$ cat config.mk
export PLATFORM = sky130hd
export DESIGN_NAME = clk_ctl_device_flat
export DESIGN_NICKNAME = d
export VERILOG_FILES = /design/src/hw/clk_ctl_pkg.sv /design/src/hw/clk_ctl_if.sv /design/src/hw/clk_divider.sv /design/src/hw/clk_ctl_device.sv /design/src/flat_wrapper.sv
export SDC_FILE = /design/constraint.sdc
export NUM_CORES = 1
export LEC_CHECK = 0
export BUFFER_PORTS_ARGS = -buffer_cell sky130_fd_sc_hd__clkbuf_2
export CAP_MARGIN = 0
export CORE_MARGIN = 3
export CORE_UTILIZATION = 56
export CTS_CLUSTER_DIAMETER = 150
export DETAILED_ROUTE_END_ITERATION = 10
export GPL_TIMING_DRIVEN = 0
export HOLD_SLACK_MARGIN = 0.05
export PLACE_DENSITY = 0.83
export SLEW_MARGIN = 20
export SYNTH_ARGS = -nofsm -noshare
export SYNTH_HDL_FRONTEND = slang
export SYNTH_SLANG_ARGS = --single-unit
$ cat constraint.sdc
create_clock -name core_clk -period 2.3 [get_ports core_clk]
set_input_delay 0.23 -clock core_clk [delete_from_list [all_inputs] [get_ports core_clk]]
set_output_delay 0.23 -clock core_clk [all_outputs]
set_load 0.005 [all_outputs]
$ cat src/hw/clk_ctl_pkg.sv
package clk_ctl_pkg;

   ////////////////////////////////////////////////////////////////////////////
   // Register map (byte offsets)
   localparam logic [7:0] REG_BUS_CLOCK_GATE = 8'h2c;
   localparam logic [7:0] REG_LCD_CLOCK_DIVIDER = 8'h40;
   localparam logic [7:0] REG_SERIAL_PORT_CLOCK_DIVIDER = 8'h44;
   localparam logic [7:0] REG_EXT_IRQ_TRIGGER_CONFIG = 8'h80;
   localparam logic [7:0] REG_EXT_IRQ_EDGE_CLEAR = 8'h84;

   ////////////////////////////////////////////////////////////////////////////
   // Field layouts and reset values
   localparam int GATE_RW_WIDTH = 9;
   localparam int GATE_DMA_STOP_BIT = 0;
   localparam logic [8:0] GATE_RESET = 9'h003;
   localparam logic [31:0] GATE_WORD_RESET = 32'h0000_0003;
   localparam logic [31:0] GATE_DMA_MASK = 32'h0000_0001;
   localparam int DIV_WIDTH = 8;
   localparam logic [7:0] DIV_RESET = 8'h00;
   localparam int NUM_IRQ = 7;
   localparam int TRIG_FIELD_WIDTH = 2;
   localparam int TRIG_WIDTH = 14;
   localparam logic [13:0] TRIG_RESET = 14'h0000;
   localparam int TRIG_EDGE_BIT = 1;
   localparam int TRIG_POL_BIT = 0;

   // Trigger field encodings
   typedef enum logic [1:0] {
      TRIG_LOW_LEVEL = 2'h0,
      TRIG_HIGH_LEVEL = 2'h1,
      TRIG_FALL_EDGE = 2'h2,
      TRIG_RISE_EDGE = 2'h3
   } trig_mode_t;

   ////////////////////////////////////////////////////////////////////////////
   // Helpers for the two ends: trigField for the device, the other two for the host
   function automatic trig_mode_t trigField(input logic [13:0] cfg, input int line);
      trigField = trig_mode_t'(cfg[line*TRIG_FIELD_WIDTH +: TRIG_FIELD_WIDTH]);
   endfunction

   // Divider settings must be zero or a single set bit
   function automatic logic divisorLegal(input logic [7:0] v);
      divisorLegal = ((v & (v - 8'h01)) == 8'h00);
   endfunction

   // One bit per line whose trigger field selects an edge
   function automatic logic [6:0] edgeLines(input logic [13:0] cfg);
      logic [6:0] m;
      m = 7'h00;
      for (int i = 0; i < NUM_IRQ; i++) begin
         m[i] = cfg[i*TRIG_FIELD_WIDTH + TRIG_EDGE_BIT];
      end
      edgeLines = m;
   endfunction

endpackage

$ cat src/hw/clk_ctl_if.sv
`timescale 1ns/1ps
`default_nettype none

// Register link between the controller and the party that programs it
interface clk_ctl_if;
   logic regWrite;
   logic regRead;
   logic [7:0] regAddr;
   logic [31:0] regWdata;
   logic [31:0] regRdata;
   logic regRvalid;

   modport device (
      input regWrite,
      input regRead,
      input regAddr,
      input regWdata,
      output regRdata,
      output regRvalid
   );

   modport host (
      output regWrite,
      output regRead,
      output regAddr,
      output regWdata,
      input regRdata,
      input regRvalid
   );
endinterface

`default_nettype wire

$ cat src/hw/clk_divider.sv
`timescale 1ns/1ps
`default_nettype none

module clk_divider
   import clk_ctl_pkg::*;
(
   input wire logic core_clk,
   input wire logic reset,
   input wire logic [7:0] divisor,
   output logic clkTick,
   output logic clkLevel
);

   logic [7:0] activeDiv;
   logic [7:0] halfCount;

   ////////////////////////////////////////////////////////////////////////////
   // Half-period counter; a new divisor is only taken at a period boundary,
   // so a reprogram never yields a pulse shorter than one core_clk period
   always_ff @(posedge core_clk) begin
      if (reset) begin
         activeDiv <= DIV_RESET;
         halfCount <= 8'h00;
         clkLevel <= 1'b0;
         clkTick <= 1'b0;
      end else if (activeDiv == 8'h00) begin
         // Bypass: one tick every cycle, full core_clk rate
         clkTick <= 1'b1;
         clkLevel <= 1'b1;
         halfCount <= 8'h00;
         activeDiv <= divisor;
         if (divisor != 8'h00) begin
            clkLevel <= 1'b0;
         end
      end else if (halfCount == activeDiv - 8'h01) begin
         // Each half lasts activeDiv cycles, so a period is twice the setting
         halfCount <= 8'h00;
         clkLevel <= ~clkLevel;
         clkTick <= ~clkLevel;
         if (clkLevel) begin
            activeDiv <= divisor;
         end
      end else begin
         halfCount <= halfCount + 8'h01;
         clkTick <= 1'b0;
      end
   end

endmodule

`default_nettype wire

$ cat src/hw/clk_ctl_device.sv
// Functional notes
// - Gate bit 0 set stops DMA clock.
// - Software never clears gate bit 1.
// - Software writes reset value into gate reserved bits.
// - Nonzero LCD setting divides by twice setting.
// - Zero LCD setting passes core clock through.
// - LCD setting only zero or one set bit.
// - Nonzero serial setting divides by twice setting.
// - Zero serial setting passes core clock through.
// - Serial setting only zero or one set bit.
// - Divider upper bits ignore writes, read zero.
// - Seven two-bit trigger fields in bits 13:0.
// - Reset clears all trigger fields, low level.
// - Clear edge latch before enabling edge trigger.
// - Codes: low, high, falling, rising edge.
// - Edge latch holds until clear written; level unaffected.
`timescale 1ns/1ps
`default_nettype none

module clk_ctl_device
   import clk_ctl_pkg::*;
(
   input wire logic core_clk,
   input wire logic reset,
   clk_ctl_if.device link,
   input wire logic [6:0] extIrqPin,
   output logic dmaClkRun,
   output logic lcdClkTick,
   output logic lcdClkLevel,
   output logic serialClkTick,
   output logic serialClkLevel,
   output logic [6:0] extIrqActive
);

   logic [8:0] busClockGate;
   logic [7:0] lcdDivider;
   logic [7:0] serialDivider;
   logic [13:0] trigConfig;
   logic [6:0] pinMeta;
   logic [6:0] pinSync;
   logic [6:0] pinPrev;
   logic [6:0] edgeLatch;
   logic [6:0] clearMask;
   logic [31:0] next_rdata;

   ////////////////////////////////////////////////////////////////////////////
   // Register writes

   // Clock gate; bits above the stored field read as zero
   always_ff @(posedge core_clk) begin
      if (reset) begin
         busClockGate <= GATE_RESET;
      end else if (link.regWrite && link.regAddr == REG_BUS_CLOCK_GATE) begin
         busClockGate <= link.regWdata[GATE_RW_WIDTH-1:0];
      end
   end

   // Divider settings keep only the low byte
   always_ff @(posedge core_clk) begin
      if (reset) begin
         lcdDivider <= DIV_RESET;
         serialDivider <= DIV_RESET;
      end else if (link.regWrite) begin
         if (link.regAddr == REG_LCD_CLOCK_DIVIDER) begin
            lcdDivider <= link.regWdata[DIV_WIDTH-1:0];
         end
         if (link.regAddr == REG_SERIAL_PORT_CLOCK_DIVIDER) begin
            serialDivider <= link.regWdata[DIV_WIDTH-1:0];
         end
      end
   end

   // Trigger configuration, all lines low-level after reset
   always_ff @(posedge core_clk) begin
      if (reset) begin
         trigConfig <= TRIG_RESET;
      end else if (link.regWrite && link.regAddr == REG_EXT_IRQ_TRIGGER_CONFIG) begin
         trigConfig <= link.regWdata[TRIG_WIDTH-1:0];
      end
   end

   ////////////////////////////////////////////////////////////////////////////
   // Register reads, answered one cycle after the strobe

   always_comb begin
      next_rdata = 32'h0000_0000;
      case (link.regAddr)
         REG_BUS_CLOCK_GATE: next_rdata = {23'h000000, busClockGate};
         REG_LCD_CLOCK_DIVIDER: next_rdata = {24'h000000, lcdDivider};
         REG_SERIAL_PORT_CLOCK_DIVIDER: next_rdata = {24'h000000, serialDivider};
         REG_EXT_IRQ_TRIGGER_CONFIG: next_rdata = {18'h00000, trigConfig};
         default: next_rdata = 32'h0000_0000; // Edge clear is write-only
      endcase
   end

   always_ff @(posedge core_clk) begin
      if (reset) begin
         link.regRdata <= 32'h0000_0000;
         link.regRvalid <= 1'b0;
      end else begin
         link.regRvalid <= link.regRead;
         if (link.regRead) begin
            link.regRdata <= next_rdata;
         end
      end
   end

   ////////////////////////////////////////////////////////////////////////////
   // DMA clock enable; registered so the downstream gate cell only ever
   // sees a change just after a core_clk rising edge, hence no runt pulse

   always_ff @(posedge core_clk) begin
      if (reset) begin
         dmaClkRun <= 1'b0;
      end else begin
         dmaClkRun <= ~busClockGate[GATE_DMA_STOP_BIT];
      end
   end

   ////////////////////////////////////////////////////////////////////////////
   // Peripheral clock dividers

   clk_divider lcdDiv (
      .core_clk(core_clk),
      .reset(reset),
      .divisor(lcdDivider),
      .clkTick(lcdClkTick),
      .clkLevel(lcdClkLevel)
   );

   clk_divider serialDiv (
      .core_clk(core_clk),
      .reset(reset),
      .divisor(serialDivider),
      .clkTick(serialClkTick),
      .clkLevel(serialClkLevel)
   );

   ////////////////////////////////////////////////////////////////////////////
   // External interrupt lines

   // Pins are asynchronous: two flops before any use
   always_ff @(posedge core_clk) begin
      if (reset) begin
         pinMeta <= 7'h00;
         pinSync <= 7'h00;
         pinPrev <= 7'h00;
      end else begin
         pinMeta <= extIrqPin;
         pinSync <= pinMeta;
         pinPrev <= pinSync;
      end
   end

   assign clearMask = (link.regWrite && link.regAddr == REG_EXT_IRQ_EDGE_CLEAR) ?
                      link.regWdata[NUM_IRQ-1:0] : 7'h00;

   // Edge latches; an edge in the clearing cycle wins over the clear
   always_ff @(posedge core_clk) begin
      if (reset) begin
         edgeLatch <= 7'h00;
      end else begin
         for (int i = 0; i < NUM_IRQ; i++) begin
            case (trigField(trigConfig, i))
               TRIG_FALL_EDGE: begin
                  if (pinPrev[i] && !pinSync[i]) begin
                     edgeLatch[i] <= 1'b1;
                  end else if (clearMask[i]) begin
                     edgeLatch[i] <= 1'b0;
                  end
               end
               TRIG_RISE_EDGE: begin
                  if (!pinPrev[i] && pinSync[i]) begin
                     edgeLatch[i] <= 1'b1;
                  end else if (clearMask[i]) begin
                     edgeLatch[i] <= 1'b0;
                  end
               end
               default: begin
                  // Level modes keep the latch but a clear still empties it
                  if (clearMask[i]) begin
                     edgeLatch[i] <= 1'b0;
                  end
               end
            endcase
         end
      end
   end

   // Active state per line; level lines follow the pin, clear has no effect
   always_ff @(posedge core_clk) begin
      if (reset) begin
         extIrqActive <= 7'h00;
      end else begin
         for (int i = 0; i < NUM_IRQ; i++) begin
            case (trigField(trigConfig, i))
               TRIG_LOW_LEVEL: extIrqActive[i] <= ~pinSync[i];
               TRIG_HIGH_LEVEL: extIrqActive[i] <= pinSync[i];
               default: extIrqActive[i] <= edgeLatch[i];
            endcase
         end
      end
   end

endmodule

`default_nettype wire

$ cat src/flat_wrapper.sv
// flat-port wrapper written by rule: the top's interface ports become plain ports
module clk_ctl_device_flat import clk_ctl_pkg::*;
  (core_clk, reset, extIrqPin, dmaClkRun, lcdClkTick, lcdClkLevel, serialClkTick, serialClkLevel, extIrqActive, link_regWrite, link_regRead, link_regAddr, link_regWdata, link_regRdata, link_regRvalid);
  clk_ctl_if link_i ();
  input wire logic core_clk;
  input wire logic reset;
  input wire logic [6:0] extIrqPin;
  output logic dmaClkRun;
  output logic lcdClkTick;
  output logic lcdClkLevel;
  output logic serialClkTick;
  output logic serialClkLevel;
  output logic [6:0] extIrqActive;
  input wire logic [$bits(link_i.regWrite)-1:0] link_regWrite;
  input wire logic [$bits(link_i.regRead)-1:0] link_regRead;
  input wire logic [$bits(link_i.regAddr)-1:0] link_regAddr;
  input wire logic [$bits(link_i.regWdata)-1:0] link_regWdata;
  output wire logic [$bits(link_i.regRdata)-1:0] link_regRdata;
  output wire logic [$bits(link_i.regRvalid)-1:0] link_regRvalid;
  assign link_i.regWrite = link_regWrite;
  assign link_i.regRead = link_regRead;
  assign link_i.regAddr = link_regAddr;
  assign link_i.regWdata = link_regWdata;
  assign link_regRdata = link_i.regRdata;
  assign link_regRvalid = link_i.regRvalid;
  clk_ctl_device u_core (.core_clk(core_clk), .reset(reset), .link(link_i), .extIrqPin(extIrqPin), .dmaClkRun(dmaClkRun), .lcdClkTick(lcdClkTick), .lcdClkLevel(lcdClkLevel), .serialClkTick(serialClkTick), .serialClkLevel(serialClkLevel), .extIrqActive(extIrqActive));
endmodule
**Word-level counts from Yosys, hierarchy flattened**

Cells that the tools add are included.

- Logic and storage cells: 167
- Output and inout port bits: 45
- Input bits: 51
- Bits in registers: 144

- Add/subtract/negate cells: 4
- Muxes and demuxes: 53
- Eq/ne operators: 28
- Reductions and logical operators: 52
- Bitwise gates (word level): 10

Operators with widths:

| kind | count |
|---|---|
| $pmux W14 S4 | 1 |
| $mux W8 | 6 |
| $mux W1 | 31 |
| $eq A2 B2 Y1 const B | 14 |
| $pmux W1 S2 | 14 |
| $logic_and A1 B1 Y1 | 17 |
| $add A8 B1 Y8 const B | 2 |
| $eq A8 B7 Y1 const B | 2 |
| $eq A8 B8 Y1 | 2 |
| $eq A8 B8 Y1 const B | 2 |
| $logic_not A8 Y1 | 2 |
| $reduce_bool A8 Y1 | 2 |
| $sub A8 B1 Y8 const B | 2 |
| $eq A2 B1 Y1 const B | 7 |
| $logic_not A1 Y1 | 14 |
| $logic_not A2 Y1 | 7 |
| $not A1 Y1 | 10 |
| $eq A8 B6 Y1 const B | 1 |
| $reduce_and A2 Y1 | 4 |
| $reduce_bool A2 Y1 | 4 |
| $mux W7 | 1 |
| $reduce_or A3 Y1 | 2 |

**Logic depth before layout (Yosys ltp)**

Gate-level depths: netlist of run 1.

- Depth after elaboration: 6
- Mapped depth: 9
- Mapped depth without buffers: 8

**Hierarchy**

A second synthesis of run 1 with hierarchy kept.

- Cells, all modules: 663
- Area total of the unflattened synthesis: 5925.7 µm²

Modules (own cells, without submodules):

| module | cells an instance | sequential area each (µm²) | times used | area an instance (µm²) |
|---|---|---|---|---|
| clk_ctl_device | 392 | 1801.7 | 1 | 3616.0 |
| clk_divider (u_core.serialDiv) | 143 | 360.3 | 1 | 1228.7 |
| clk_divider (u_core.lcdDiv) | 128 | 360.3 | 1 | 1081.0 |

**Least setup slack after synthesis of run 1**

Ideal clock, no wire load.

- Path kind: flip-flop to flip-flop
- From: register u_core.serialDiv.activeDiv[0]
- To: register u_core.serialDiv.halfCount[2]
- Path slack: 251 ps
- Library setup time: 64 ps
- Period minus slack after synthesis: 2049 ps
- Cell stages (with the launch flop): 10
- Arrival: 1985 ps
- Buffers on the path: 1
- Data required time: 2236 ps
- Path through: dfxtp_1 inv_1 ha_1 and2_1 a21boi_0 o32ai_1 nor4_4 or3_1 buf_6 nor2_1

- Word-level cells in the longest chain between the ends: 3
- Elaborated cells between the ends (all ways): 4
- Those cells by class: 1 x add/sub; 1 x eq/ne; 2 x reduce/logical

Ends and longest elaborated chain:

| element | line | RTL |
|---|---|---|
| start, declared | clk_divider.sv:14 | `logic [7:0] activeDiv;` |
| start signal, assigned | clk_divider.sv:31 | `activeDiv <= divisor;` |
| start signal, assigned | clk_divider.sv:41 | `activeDiv <= divisor;` |
| $sub A8 B1 Y8 | clk_divider.sv:35 | `end else if (halfCount == activeDiv - 8'h01) begin` |
| $eq A8 B8 Y1 | clk_divider.sv:35 |  |
| $reduce_or A3 Y1 (no line) (*) | -- |  |
| end signal, assigned | clk_divider.sv:44 | `halfCount <= halfCount + 8'h01;` |
| end, declared | clk_divider.sv:15 | `logic [7:0] halfCount;` |

Every way passes the cells marked *; elsewhere a longest branch is shown, timed or not.
A chain may end at the register's enable or synchronous reset.

**Final worst setup path of run 1**

- From: register u_core.serialDiv.activeDiv[1]
- To: register u_core.serialDiv.activeDiv[1]

- Word-level cells in the longest chain between the ends: 4
- Elaborated cells between the ends (all ways): 7
- Those cells by class: 1 x add/sub; 1 x eq/ne; 1 x mux; 4 x reduce/logical

Ends and longest elaborated chain:

| element | line |
|---|---|
| $sub A8 B1 Y8 | clk_divider.sv:35 |
| $eq A8 B8 Y1 | clk_divider.sv:35 |
| $reduce_bool A2 Y1 (no line) | -- |
| $reduce_and A2 Y1 (no line) | -- |

Parallel ways exist; a longest one is shown, timed or not.

==> results_dict.tcl, run 1 <==
set metrics [dict create \
    final_util_pct 72.6 \
    crit_fanout 7 \
    clock_skew_ns 0.0140 \
    power.leakage_uw 0.00274 \
    layout_commonest_cell "dfxtp_1" \
    dr_total_vias 4922 \
    cts_tree "yes" \
    max_stage_delay_ns 0.48 \
    clock_sinks 126 \
    slew_violations 0 \
    crit_family "simple AND/OR/NAND/NOR gates" \
    period_needed_ns 2.18 \
    yosys.cell_types.count 53 \
    yosys_register_bits 126 \
    fin_nets 809 \
    clockBufferDepth 2 \
    ant_nets 0 \
    die_w_um 106 \
    tns_ns 0 \
    max_cap_viol_count 0 \
    hold_slack_ns 0.0890 \
    crit_path_cell_trace "inv_2 > ha_4 > nor3b_4 > xnor2_1 > a31oi_1 > nor4_4 > a21oi_4 > buf_12 > mux2i_1" \
    cp-start-kind "register" \
    synth_xor_area_share_pct 4.65 \
    layoutNonFillerInstCount 899 \
    slew_headroom_pct 56.6 \
    mostFrequentLayoutCells "dfxtp_1 (123), nor2_1 (66), clkbuf_2 (58), a21oi_1 (53), nand2_1 (41)" \
    place_inst 847 \
    syn_area_um2 5650 \
    worst_slack_ns 0.124 \
    drive_above_1_share_pct 18.8 \
    clk_latency_ns 0.52 \
    grt_usage_pct 26.4 \
    synth_top_family_by_area "simple AND/OR/NAND/NOR gates" \
    floorplan.initialDensity_pct 57.8 \
    die_area_um2 11300 \
    htreeDepth 4 \
    avgSynthCellArea_um2 8.84 \
    cp_num_buf_inv 2 \
    dp_slack_ns -0.00341 \
    fmaxAchievable_mhz 460 \
    ys_seq_area_share_pct 44.7 \
    first_iter_violations 287 \
    grt_max_degree 17 \
    num_rows 36 \
    syn_inst 639 \
    synth_edf_count 0 \
    arrival_ns 2.59 \
    via_per_inst 5.47 \
    num_antenna_cells 0 \
    dieHeight_um 106 \
    irDropWorstVdd_uv 620 \
    hp-class "input pin to register" \
    power_density_nw_per_um2 751 \
    yosysTopAreaCellShare_pct 44.7 \
    ys_async_sr_fraction_pct 0 \
    yosys.area_share.adder_pct 0.886 \
    grt_pass1_wl_um 23700 \
    io_buffers 58 \
    hold_viol 0 \
    routed_wl_um 14600 \
    status "finished, final reports clean" \
    hpwlAfterDp_um 9830 \
    synthToLayoutAreaGrowth_pct 25.7 \
    synth_top_area_cell "dfxtp_1" \
    yosys-mux-area-fraction_pct 6.56 \
    synth_compound_area_share_pct 12.7 \
    cp.required_ns 2.71 \
    wl_per_cell_um 16.2 \
    design.core.area_um2 9770 \
    synth_warnings 0 \
    synth_simple_gate_area_share_pct 24.9 \
    cp_slowest_cell "nor4_4" \
    io_pins 96 \
    grt_pass1_vias 5093 \
    post-route-period-util_pct 94.6 \
    root_buffer "clkbuf_8" \
    synthFlopType "dfxtp_1" \
    gp_congestion 0.895 \
    drc 0 \
    worstMarginPinSlew_ns 0.650 \
    cp-end-kind "register" \
    grt_antenna_before_repair 0 \
    criticalPathCategory "register to register" \
    cts_buffers 17 \
    clkTransAtPathRegs_ns 0.06 \
    dr.pass1.iters 6 \
    overflow 0 \
    finalSetupViolations 0 \
    ys_top_cells_by_area "dfxtp_1 (45%), mux2i_1 (6.6%), a21oi_1 (4.7%)" \
]
[worst reg2reg max path: cells and delay by family (launching register included)]
family	cells	cell delay, ns
mux	1	0.11
xor+xnor	1	0.17
flops	1	0.36
fa+ha+maj	1	0.14
simple gates	2	0.75
buf+inv	2	0.24
compound gates	2	0.29
[cell type report]
class / count / area (um^2)
well taps: 133 / 166
repair buffers: 80 / 518
multi-input cells: 467 / 2930
fillers: 726 / 2680
clock inverters: 8 / 153
clock buffers: 23 / 487
inverters: 13 / 48.8
plain buffers: 49 / 263
flip-flops and latches: 126 / 2530
[registers in the layout (all words and copies together) (netlist names), 7 cells and up]
signal and cells:
u_core.pinMeta 7, u_core.edgeLatch 7, u_core.extIrqActive 7, u_core.lcdDivider 8, u_core.pinPrev 7, u_core.serialDivider 8, u_core.serialDiv.activeDiv 8, u_core.link.regRdata 14
u_core.lcdDiv.halfCount 8, u_core.pinSync 7, u_core.trigConfig 14, u_core.busClockGate 9, u_core.serialDiv.halfCount 8, u_core.lcdDiv.activeDiv 8
[power breakdown]
part | internal (uW) | leakage, uW | switching [uW] | total, uW
logic | 115 | 0.00141 | 133 | 248
clock network | 1900 | 0.000307 | 954 | 2860
registers | 2210 | 0.00102 | 14.3 | 2230
total | 4230 | 0.00274 | 1100 | 5330
[per-stage QoR]
stage / total power (uW) / area [um^2]
after CTS: 5350 / 7030
final: 5330 / 7100
after global placement: 2480 / 6170
after floorplan: 2390 / 5710
after detailed placement: 2490 / 6170
after global routing: 5480 / 7100
[final timing paths]
path | startpoint | end | slack, ns | depth (start not counted)
setup reg to reg | u_core.serialDiv.activeDiv[1] | u_core.serialDiv.activeDiv[1] | 0.12 | 9
hold / removal | link_regWdata[2] | u_core.trigConfig[2] | 0.09 | 3
hold reg to reg | u_core.pinMeta[0] | u_core.pinSync[0] | 0.44 | 1
setup / recovery | u_core.serialDiv.activeDiv[1] | u_core.serialDiv.activeDiv[1] | 0.12 | 9
[cell usage after synthesis, drive strengths merged (2+ instances only)]
cell,instances
a211o,4
a21oi,56
a221oi,3
a22oi,25
a311oi,2
and2,4
and3,8
buf,22
clkbuf,28
dfxtp,126
ha,4
inv,13
mux2i,37
nand2,41
nand2b,40
nand3,37
nor2,68
nor2b,30
nor3,4
nor3b,4
nor4,8
nor4b,3
nor4bb,2
o2111ai,2
o21ai,12
or2,9
or3,3
xnor2,14
xor2,16
[layer usage]
| metal | track usage (%) | vias to the layer above | part of all wire [%] |
|---|---|---|---|
| met5 | 0 | - | 0 |
| met4 | 11.9 | 0 | 2.0 |
| met3 | 7.71 | 29 | 6.5 |
| met2 | 46.5 | 183 | 52 |
| met1 | 29.5 | 2315 | 39 |
| li1 | - | 2395 | - |
[kinds of logic after synthesis]
group / Yosys count
AO/OA/AOI/OAI: 112
XOR/XNOR: 30
adder cells (fa/ha/maj): 4
buffers and inverters: 63
flip-flops: 126
multiplexers: 37
other: 1
AND/OR/NAND/NOR: 266
[what timing repair did]
action,CTS,global route
pin swaps,2,4
hold buffers,20,0
setup endpoints to repair,1,34
buffers inserted,1,2
hold endpoints to repair,28,0
gates resized for setup,3,14
No activity file was read; power rests on OpenSTA's default activity.
==> inputs of run 2 (changes only) <==
Settings changed: REMOVE_ABC_BUFFERS from default to 1.
==> results_dict.tcl, run 2 (synthesis gave the netlist of run 1 again) <==
set metrics [dict create \
    hold_slack_ns 0.226 \
    hpwlAfterDp_um 8520 \
    worstMarginPinSlew_ns 0.762 \
    via_per_inst 5.73 \
    fmaxAchievable_mhz 461 \
    dp_slack_ns -0.562 \
    root_buffer "clkbuf_8" \
    status "finished, final reports clean" \
    die_w_um 106 \
    rsz0062_at_grt "true" \
    layout_commonest_cell "dfxtp_1" \
    num_antenna_cells 0 \
    p_seq_share_pct 42.8 \
    crit_fanout 5 \
    io_buffers 59 \
    p_switching_uw 1130 \
    power.leakage_uw 0.00260 \
    num_rows 36 \
    hp-class "input pin to register" \
    grt_max_degree 84 \
    clock_skew_ns 0.00617 \
    cp-start-kind "register" \
    top_regs "u_core.link.regRdata: 14 flops, u_core.trigConfig: 14 flops, u_core.busClockGate: 9 flops" \
    cp.required_ns 2.73 \
    first_iter_violations 359 \
    routed_wl_um 14000 \
    clkTransAtPathRegs_ns 0.06 \
    p_sw_share_pct 21.7 \
    die_area_um2 11300 \
    p_int_uw 4070 \
    slew_headroom_pct 49.1 \
    p_clk_share_pct 53.0 \
    arrival_ns 2.60 \
    clock_sinks 126 \
    grt_pass1_wl_um 23000 \
    drive_above_1_share_pct 17.8 \
    criticalPathCategory "register to register" \
    grt_pass1_vias 4854 \
    dr_total_vias 4890 \
    irDropWorstVdd_uv 625 \
    floorplan.initialDensity_pct 57.8 \
    io_pins 96 \
    cp-end-kind "register" \
    power_density_nw_per_um2 759 \
    gp_congestion 0.829 \
    clk_latency_ns 0.52 \
    worst_slack_ns 0.130 \
    wl_per_cell_um 16.4 \
    finalSetupViolations 0 \
    fin_area_um2 6860 \
    dieHeight_um 106 \
    grt_usage_pct 25.5 \
    post-route-period-util_pct 94.3 \
    cts_tree "yes" \
    synthToLayoutAreaGrowth_pct 21.5 \
    ant_nets 0 \
    drc 0 \
    p_comb_share_pct 4.2 \
    tns_ns 0 \
    cts_buffers 17 \
    place_inst 801 \
    period_needed_ns 2.17 \
    max_cap_viol_count 0 \
    fin_nets 763 \
    hold_viol 0 \
    dr.pass1.iters 5 \
    slew_violations 0 \
    mostFrequentLayoutCells "dfxtp_1 (123), nor2_1 (66), clkbuf_2 (58), a21oi_1 (53), nand2_1 (41)" \
    placed_area_um2 5960 \
    clockBufferDepth 2 \
    design.core.area_um2 9770 \
    overflow 0 \
    htreeDepth 4 \
    layoutNonFillerInstCount 854 \
    grt_antenna_before_repair 0 \
]
==> run 2: changes by cell type in the layout (fill, tap and decap cells not counted), sizes merged <==
| cell | previous run | this run |
|---|---|---|
| dlygate4sd3 | 20 | 21 |
| clkinvlp | 2 | 4 |
| buf | 24 | 3 |
| clkbuf | 108 | 78 |
| clkinv | 1 | 4 |
==> run 2: worst paths after layout <==
path / from / endpoint / slack [ns] / depth (start not counted)
max: u_core.lcdDiv.activeDiv[0] / u_core.lcdDiv.clkLevel / 0.13 / 8
min: reset / u_core.extIrqActive[4] / 0.23 / 2
max reg2reg: u_core.lcdDiv.activeDiv[0] / u_core.lcdDiv.clkLevel / 0.13 / 8
min reg2reg: u_core.pinMeta[3] / u_core.pinSync[3] / 0.44 / 1
==> run 2: routing by layer <==
layer / up-vias / track usage [%] / wire, um
met2: 249 / 45.0 / 7170
met4: 0 / 11.8 / 355
met1: 2301 / 28.9 / 5430
met5: - / 0 / 0
li1: 2305 / - / -
met3: 35 / 6.50 / 1060
==> run 2: final cells by class <==
cell class	instances	area, um^2
clock buffer	19	422
clock inverter	13	190
fill	674	2910
inverter	13	48.8
multi-input combinational	467	2960
sequential	126	2530
tap	133	166
timing repair buffer	83	546
==> run 2: power by group through the flow <==
stage                     registers (uW)  logic, uW  clock network (uW)
final                               2230        217                2760
after global routing                2230        235                2900
after CTS                           2230        207                2790
after detailed placement            2270        178                   0
after global placement              2270        166                   0
after floorplan                     2270       62.5                   0
==> run 2: per-stage QoR <==
step                power [uW]  util [%]
floorplan                 2340         -
CTS                       5220      69.6
global route              5360      70.2
finish                    5210      70.2
global placement          2440      60.4
detailed placement        2450      61.0
==> run 2: timing repair <==
item,4_1_cts,5_1_grt
hold buffers,21,0
endpoints found under the hold margin,33,0
resized for setup,3,15
pin swaps,1,6
buffers inserted,0,1
setup endpoints to repair,24,34
==> run 2: worst max-delay path: stages, from the launching register on <==
cell,delay [ns]
dfxtp_2,0.37
inv_1,0.06
ha_1,0.25
o21ba_2,0.21
a221oi_1,0.32
o2111ai_1,0.18
a21oi_2,0.30
nand2b_1,0.15
a311oi_2,0.25
